$ cat src/pkg/cmp_ctrl_pkg.sv
// Shared types and constants of the comparator control block.
package cmp_ctrl_pkg;

    // ------------------------------------------------------------
    // Bus widths
    // ------------------------------------------------------------
    localparam int ADDR_W = 8;
    localparam int DATA_W = 8;

    // ------------------------------------------------------------
    // Register offsets
    // ------------------------------------------------------------
    localparam logic [ADDR_W-1:0] CTRL_ADDR     = 8'h00;
    localparam logic [ADDR_W-1:0] IRQ_STAT_ADDR = 8'h01;
    localparam logic [ADDR_W-1:0] IRQ_MASK_ADDR = 8'h02;

    // ------------------------------------------------------------
    // Event edge selection codes
    // ------------------------------------------------------------
    localparam logic [1:0] EDGE_FALL_A = 2'h0;
    localparam logic [1:0] EDGE_RISE   = 2'h1;
    localparam logic [1:0] EDGE_FALL_B = 2'h2;
    localparam logic [1:0] EDGE_ANY    = 2'h3;

    // ------------------------------------------------------------
    // Interrupt status layout and reset values
    // ------------------------------------------------------------
    localparam int STAT_W        = 2;
    localparam int RISE_STAT_BIT = 0;
    localparam int FALL_STAT_BIT = 1;
    localparam logic [STAT_W-1:0] STAT_RESET = 2'h0;
    localparam logic [DATA_W-1:0] DATA_ZERO  = 8'h00;

    // One bus request: address, write data and the two strobes.
    typedef struct packed {
        logic [ADDR_W-1:0] addr;
        logic [DATA_W-1:0] wdata;
        logic              wr;
        logic              rd;
    } bus_req_t;

    // Status and control register, most significant field first.
    typedef struct packed {
        logic       comparator_enable;
        logic       reference_select;
        logic       compare_event_flag;
        logic       compare_irq_enable;
        logic       comparator_result;
        logic       result_pin_enable;
        logic [1:0] event_edge_select;
    } ctrl_t;

    localparam ctrl_t CTRL_RESET = 8'h00;

endpackage

$ cat src/hdl/analog_comparator_control.sv
// Control, status and event logic around an analog voltage comparator.
`timescale 1ns/10ps
`default_nettype none
module analog_comparator_control
(
    // Clock and reset
    input  wire logic              I_CLK,
    input  wire logic              I_ARST_N,
    // Register port
    input  wire cmp_ctrl_pkg::bus_req_t I_BUS,
    output logic [cmp_ctrl_pkg::DATA_W-1:0] O_RDATA,
    // Analog comparator outputs, asynchronous
    input  wire logic              I_PIN_ABOVE,
    input  wire logic              I_REF_ABOVE,
    // Analog controls
    output logic                   O_CMP_ENABLE,
    output logic                   O_REF_SELECT,
    // Result output pin
    output logic                   O_RESULT_PIN,
    output logic                   O_RESULT_PIN_OE,
    // Interrupt
    output logic                   O_IRQ
);
    import cmp_ctrl_pkg::*;

    // ------------------------------------------------------------
    // Address decode
    // ------------------------------------------------------------
    function automatic logic hit(input logic [ADDR_W-1:0] addr,
                                 input logic [ADDR_W-1:0] target);
        hit = (addr == target);
    endfunction

    ctrl_t             ctrl;
    ctrl_t             next_ctrl;
    logic [STAT_W-1:0] irq_stat;
    logic [STAT_W-1:0] next_irq_stat;
    logic [STAT_W-1:0] irq_mask;
    logic [STAT_W-1:0] next_irq_mask;
    logic [DATA_W-1:0] next_rdata;
    logic              prev;
    logic              next_prev;
    logic              next_irq;
    logic              next_pin;
    logic              next_pin_oe;
    logic              cmp_raw;
    logic              cmp_sync;
    logic              rise;
    logic              fall;
    logic              event_hit;
    logic              wr_ctrl;
    logic              wr_mask;
    logic              rd_ctrl;
    logic              rd_stat;
    logic              rd_mask;

    assign wr_ctrl = I_BUS.wr && hit(I_BUS.addr, CTRL_ADDR);
    assign wr_mask = I_BUS.wr && hit(I_BUS.addr, IRQ_MASK_ADDR);
    assign rd_ctrl = I_BUS.rd && hit(I_BUS.addr, CTRL_ADDR);
    assign rd_stat = I_BUS.rd && hit(I_BUS.addr, IRQ_STAT_ADDR);
    assign rd_mask = I_BUS.rd && hit(I_BUS.addr, IRQ_MASK_ADDR);

    // ------------------------------------------------------------
    // Comparator input and synchroniser
    // ------------------------------------------------------------
    // Reference routing
    // Result polarity kept
    // The analog stage reports plus above minus as high; the mux
    // only chooses which plus source that report belongs to.
    assign cmp_raw = ctrl.reference_select ? I_REF_ABOVE : I_PIN_ABOVE;

    cmp_result_sync u_sync
    (
        .I_CLK    (I_CLK),
        .I_ARST_N (I_ARST_N),
        .i_async  (cmp_raw),
        .o_sync   (cmp_sync)
    );

    // ------------------------------------------------------------
    // Edge detection
    // ------------------------------------------------------------
    // Edges while enabled
    // The previous sample keeps tracking while disabled, so turning
    // the block on with the result already high is not an edge.
    assign rise = ctrl.comparator_enable && cmp_sync && !prev;
    assign fall = ctrl.comparator_enable && !cmp_sync && prev;

    always_comb
    begin
        unique case (ctrl.event_edge_select)
            EDGE_FALL_A: event_hit = fall;
            EDGE_RISE:   event_hit = rise;
            EDGE_FALL_B: event_hit = fall;
            EDGE_ANY:    event_hit = rise || fall;
        endcase
    end

    // ------------------------------------------------------------
    // Register next values
    // ------------------------------------------------------------
    always_comb
    begin
        next_ctrl = ctrl;
        next_prev = cmp_sync;
        if (wr_ctrl)
        begin
            next_ctrl.comparator_enable  = I_BUS.wdata[7];
            next_ctrl.reference_select   = I_BUS.wdata[6];
            next_ctrl.compare_irq_enable = I_BUS.wdata[4];
            next_ctrl.result_pin_enable  = I_BUS.wdata[2];
            next_ctrl.event_edge_select  = I_BUS.wdata[1:0];
            if (I_BUS.wdata[5])
            begin
                next_ctrl.compare_event_flag = 1'b0;
            end
        end
        // Event sets flag
        // Setting after the clear lets a same-cycle event win.
        if (event_hit)
        begin
            next_ctrl.compare_event_flag = 1'b1;
        end
        next_ctrl.comparator_result = ctrl.comparator_enable && cmp_sync;
    end

    always_comb
    begin
        next_irq_stat = irq_stat;
        next_irq_mask = irq_mask;
        if (rd_stat)
        begin
            next_irq_stat = STAT_RESET;
        end
        next_irq_stat[RISE_STAT_BIT] = next_irq_stat[RISE_STAT_BIT] || rise;
        next_irq_stat[FALL_STAT_BIT] = next_irq_stat[FALL_STAT_BIT] || fall;
        if (wr_mask)
        begin
            next_irq_mask = I_BUS.wdata[STAT_W-1:0];
        end
    end

    always_comb
    begin
        next_rdata = DATA_ZERO;
        if (rd_ctrl)
        begin
            next_rdata = ctrl;
        end
        else if (rd_stat)
        begin
            next_rdata[STAT_W-1:0] = irq_stat;
        end
        else if (rd_mask)
        begin
            next_rdata[STAT_W-1:0] = irq_mask;
        end
    end

    // ------------------------------------------------------------
    // Outputs
    // ------------------------------------------------------------
    always_comb
    begin
        next_irq = (next_ctrl.compare_event_flag
                    && next_ctrl.compare_irq_enable)
                   || |(next_irq_stat & next_irq_mask);
        next_pin    = next_ctrl.result_pin_enable
                      && next_ctrl.comparator_result;
        next_pin_oe = next_ctrl.result_pin_enable;
    end

    always_ff @(posedge I_CLK or negedge I_ARST_N)
    begin
        if (!I_ARST_N)
        begin
            ctrl            <= CTRL_RESET;
            irq_stat        <= STAT_RESET;
            irq_mask        <= STAT_RESET;
            prev            <= 1'b0;
            O_RDATA         <= DATA_ZERO;
            O_CMP_ENABLE    <= 1'b0;
            O_REF_SELECT    <= 1'b0;
            O_RESULT_PIN    <= 1'b0;
            O_RESULT_PIN_OE <= 1'b0;
            O_IRQ           <= 1'b0;
        end
        else
        begin
            ctrl            <= next_ctrl;
            irq_stat        <= next_irq_stat;
            irq_mask        <= next_irq_mask;
            prev            <= next_prev;
            O_RDATA         <= next_rdata;
            O_CMP_ENABLE    <= next_ctrl.comparator_enable;
            O_REF_SELECT    <= next_ctrl.reference_select;
            O_RESULT_PIN    <= next_pin;
            O_RESULT_PIN_OE <= next_pin_oe;
            O_IRQ           <= next_irq;
        end
    end
endmodule
`default_nettype wire

$ cat src/hdl/cmp_result_sync.sv
// Two-stage synchroniser for the asynchronous comparator result.
`timescale 1ns/10ps
`default_nettype none
module cmp_result_sync
(
    // Clock and reset
    input  wire logic I_CLK,
    input  wire logic I_ARST_N,
    // Asynchronous level in, synchronised level out
    input  wire logic i_async,
    output logic      o_sync
);

    logic stage1;
    logic stage2;
    logic next_stage1;
    logic next_stage2;

    // The first stage feeds only the second, so a metastable sample
    // never reaches the edge logic.
    always_comb
    begin
        next_stage1 = i_async;
        next_stage2 = stage1;
    end

    always_ff @(posedge I_CLK or negedge I_ARST_N)
    begin
        if (!I_ARST_N)
        begin
            stage1 <= 1'b0;
            stage2 <= 1'b0;
        end
        else
        begin
            stage1 <= next_stage1;
            stage2 <= next_stage2;
        end
    end

    assign o_sync = stage2;

endmodule
`default_nettype wire

$ cat config.mk
export PLATFORM = sky130hd
export DESIGN_NAME = analog_comparator_control
export DESIGN_NICKNAME = d
export VERILOG_FILES = /design/src/pkg/cmp_ctrl_pkg.sv /design/src/hdl/analog_comparator_control.sv /design/src/hdl/cmp_result_sync.sv
export SDC_FILE = /design/constraint.sdc
export NUM_CORES = 1
export LEC_CHECK = 0
export ABC_AREA = 1
export BUFFER_PORTS_ARGS = -buffer_cell sky130_fd_sc_hd__buf_2
export CAP_MARGIN = 20
export CORE_MARGIN = 2
export CORE_UTILIZATION = 40
export CTS_CLUSTER_SIZE = 16
export DETAILED_ROUTE_END_ITERATION = 8
export PLACE_DENSITY_LB_ADDON = 0.15
export SLEW_MARGIN = 20
export SYNTH_ARGS = -nofsm -noshare
export SYNTH_HDL_FRONTEND = slang
export SYNTH_SLANG_ARGS = --single-unit
$ cat constraint.sdc
create_clock -name I_CLK -period 0.9 [get_ports I_CLK]
set_input_delay 0.225 -clock I_CLK [delete_from_list [all_inputs] [get_ports I_CLK]]
set_output_delay 0.225 -clock I_CLK [all_outputs]
set_load 0.01 [all_outputs]
==> results.json <==
{
  "postLayoutSetupSlackWorst_ns": -0.281,
  "final_non_filler_cell_total": 194,
  "timing.final.hold_violations": 0,
  "critical_path_required_ns": 0.67,
  "synth.yosys.warnings": 0,
  "critPathCaptureType": "output pin",
  "area_delta_synth_final_pct": 43.6,
  "grt_pass1_vias": 848,
  "dp_wirelength_mm": 1.57,
  "outcome": "finished, violations left",
  "cp_num_buf_inv": 2,
  "initial_utilization_pct": 42.3,
  "power_frac_seq_pct": 60.7,
  "cp_cell_sequence": "buf_6, buf_6",
  "crit_type": "reg -> out",
  "drt_pass1_iterations": 4,
  "ys_types": 18,
  "die-area_mm2": 0.00307,
  "clkPwrFrac_pct": 25.3,
  "power_switching_share_pct": 25.2,
  "final_layout_size_suffix_gt1_share_pct": 49.4,
  "critical-path-max-stage-delay_ns": 0.41,
  "antenna_found_initial": 0,
  "top_level_ports": 35,
  "crit_fanout": 2,
  "port_buffers": 33,
  "grt.total_usage_pct": 15.3,
  "antennaDiodeCount": 0,
  "max-vdd-ir-drop_mv": 1.18,
  "cts_made_buffers": 3,
  "first_pass_grt_wire_length_mm": 3.74,
  "number_of_nets_at_the_end_of_the_flow": 187,
  "failing_checks": "setup timing",
  "max-clock-path-buffers": 2,
  "ctsHtreeMaxLevel": 1,
  "power.density_mw_per_mm2": 1280,
  "synthesis.area_per_instance_um2": 9.36,
  "dpl_cell_area_mm2": 0.00131,
  "routabilityCongestion": 0.762,
  "clock-root-buffer": "clkbuf_4",
  "ant_nets": 0,
  "drv.max_cap_violation_count": 0,
  "netSwitchingPower_mw": 0.490,
  "worstSetupStartpointType": "register",
  "power_mw": 1.94,
  "critPathSlowestCell": "dfrtp_1",
  "detailed_route_iter0_violations": 11,
  "yosysSeqAreaShare_pct": 59.2,
  "wl_per_cell_um": 11.9,
  "syn-num-nets": 135,
  "cts.clk_slew.worst_paths_ns": 0.13,
  "worst_path_dominant_cell_family": "flip-flops",
  "slew_headroom_pct": 79.2,
  "report.final.setup_viol": 15,
  "core_region_area_mm2": 0.00250,
  "critical-path-top-cell-by-count": "buf_6",
  "fp.dieW_um": 55.4,
  "placed_cells_incl_taps": 182,
  "fin_crit_ns": 1.18,
  "fin_crit_sh_pct": 131,
  "rsz0062_at_grt": "yes",
  "remaining_drc_errors": 0,
  "pwr-share-comb_pct": 14.1,
  "cts.sinks": 25,
  "grt-ovfl-total": 0,
  "clk-insertion-delay-late_ns": 0.31,
  "syn-instance-count": 113,
  "vias_per_cell": 4.64,
  "grt_max_degree": 26,
  "number_of_storage_elements_in_the_synthesis_netlist": 25,
  "clock_skew_ns": 0.00198,
  "tightest_pin_transition_ns": 0.313,
  "drv_slew": 0,
  "routed-via-count": 901,
  "power.static_leakage_nw": 0.850,
  "hold_path_class": "in -> reg",
  "clock_tree_from_tritoncts": "yes",
  "synthesis.area_mm2": 0.00106,
  "fp.dieH_um": 55.4,
  "post-route-cell-area_mm2": 0.00152,
  "intPower_mw": 1.45,
  "fmax_mhz": 846,
  "worstPathArrival_ns": 0.96,
  "routed_wl_mm": 2.30,
  "row_count": 18
}
==> what timing repair did <==
| item | CTS | global route |
|---|---|---|
| hold buffers | 1 | 0 |
| gates resized for setup | 6 | 26 |
| pin swaps | 0 | 10 |
| hold endpoints to repair | 25 | 0 |
| setup buffers | 3 | 4 |
| endpoints found under the setup margin | 15 | 23 |
==> power groups by stage <==
stage          clock (mW)  combinational [mW]  sequential [mW]
4_1_cts             0.518               0.235             1.18
3_3_place_gp            0               0.204             1.20
3_5_place_dp            0               0.211             1.20
5_1_grt             0.541               0.306             1.18
2_1_floorplan           0              0.0823             1.20
6_report            0.491               0.273             1.18
==> kinds of logic after synthesis <==
kind of cell,count (synthesis),synth area share (%)
buffers and inverters,16,6.04
AND/OR/NAND/NOR,66,31.2
AO/OA/AOI/OAI,6,3.55
flip-flops,25,59.2
==> worst register-to-register path, delay by kind of cell (launching register included) <==
family	cells	cell delay [ns]
flops	1	0.39
simple gates	4	0.27
buf+inv	2	0.20
compound gates	1	0.17
==> placed cells by master (no fill, tap or decap), types with 2 or more instances in the layout <==
master and instances:
a21oi_2 2, buf_2 29, buf_4 12, buf_6 6
clkbuf_4 3, dfrtp_1 25, inv_1 12, inv_2 3
nand2_1 22, nand2_2 6, nand2_4 3, nand3_1 9
nand3_2 3, nor2_1 11, nor2_4 7
==> path summary, 6_finish.rpt <==
path / from / endpoint / slack, ns / depth (start not counted)
min: I_REF_ABOVE / u_sync.next_stage2 / 0.10 / 3
min in group asynchronous: I_ARST_N / irq_stat[1] / 0.41 / 3
max in group asynchronous: I_ARST_N / O_IRQ / 0.26 / 3
max: ctrl[7] / O_CMP_ENABLE / -0.28 / 2
min reg2reg: u_sync.next_stage2 / u_sync.o_sync / 0.36 / 0
max reg2reg: ctrl[7] / O_IRQ / -0.18 / 7
==> final cells by class <==
cell class,count,area (um^2)
inverter,15,56.3
sequential,25,626
fill,212,982
multi-input combinational,72,458
clock inverter,1,5.00
tap,30,37.5
clock buffer,3,22.5
timing repair buffer,48,313
==> cell usage after synthesis (all sizes together) <==
cell,n,area share (%)
clkbuf,1,0.71
a21oi,3,1.4
o21ai,1,0.83
nor2,19,8.4
nand3,12,6.2
dfrtp,25,59
nand2,31,13
o211ai,1,0.71
inv,15,5.3
o22ai,1,0.59
nand3b,1,1.9
nor3,3,1.9
==> flip-flops by register name (all words and copies together) (netlist names) <==
signal,count
O_IRQ,1
O_RDATA,8
O_RESULT_PIN,1
ctrl,8
irq_mask,2
irq_stat,2
prev,1
u_sync.next_stage2,1
u_sync.o_sync,1
==> stage by stage <==
step	utilization, %	setup slack, ns	TNS (ns)	hold slack, ns
4_1_cts	55.8	-0.290	-2.57	0.0856
5_1_grt	60.7	-0.316	-3.09	0.103
3_3_place_gp	52.2	-0.318	-4.44	0.222
2_1_floorplan	-	-0.140	-0.656	-0.0706
3_5_place_dp	52.2	-0.364	-4.98	0.226
6_report	60.7	-0.281	-2.41	0.103
==> layer usage <==
layer  wire length, um  global-route usage (%)  up-vias
met3                95                    4.22        2
met4                10                    3.14        0
met1              1050                    20.3      425
li1                  -                       -      453
met5                 0                       0        -
met2              1150                    25.2       21
Power figures use the tool's default switching activity.
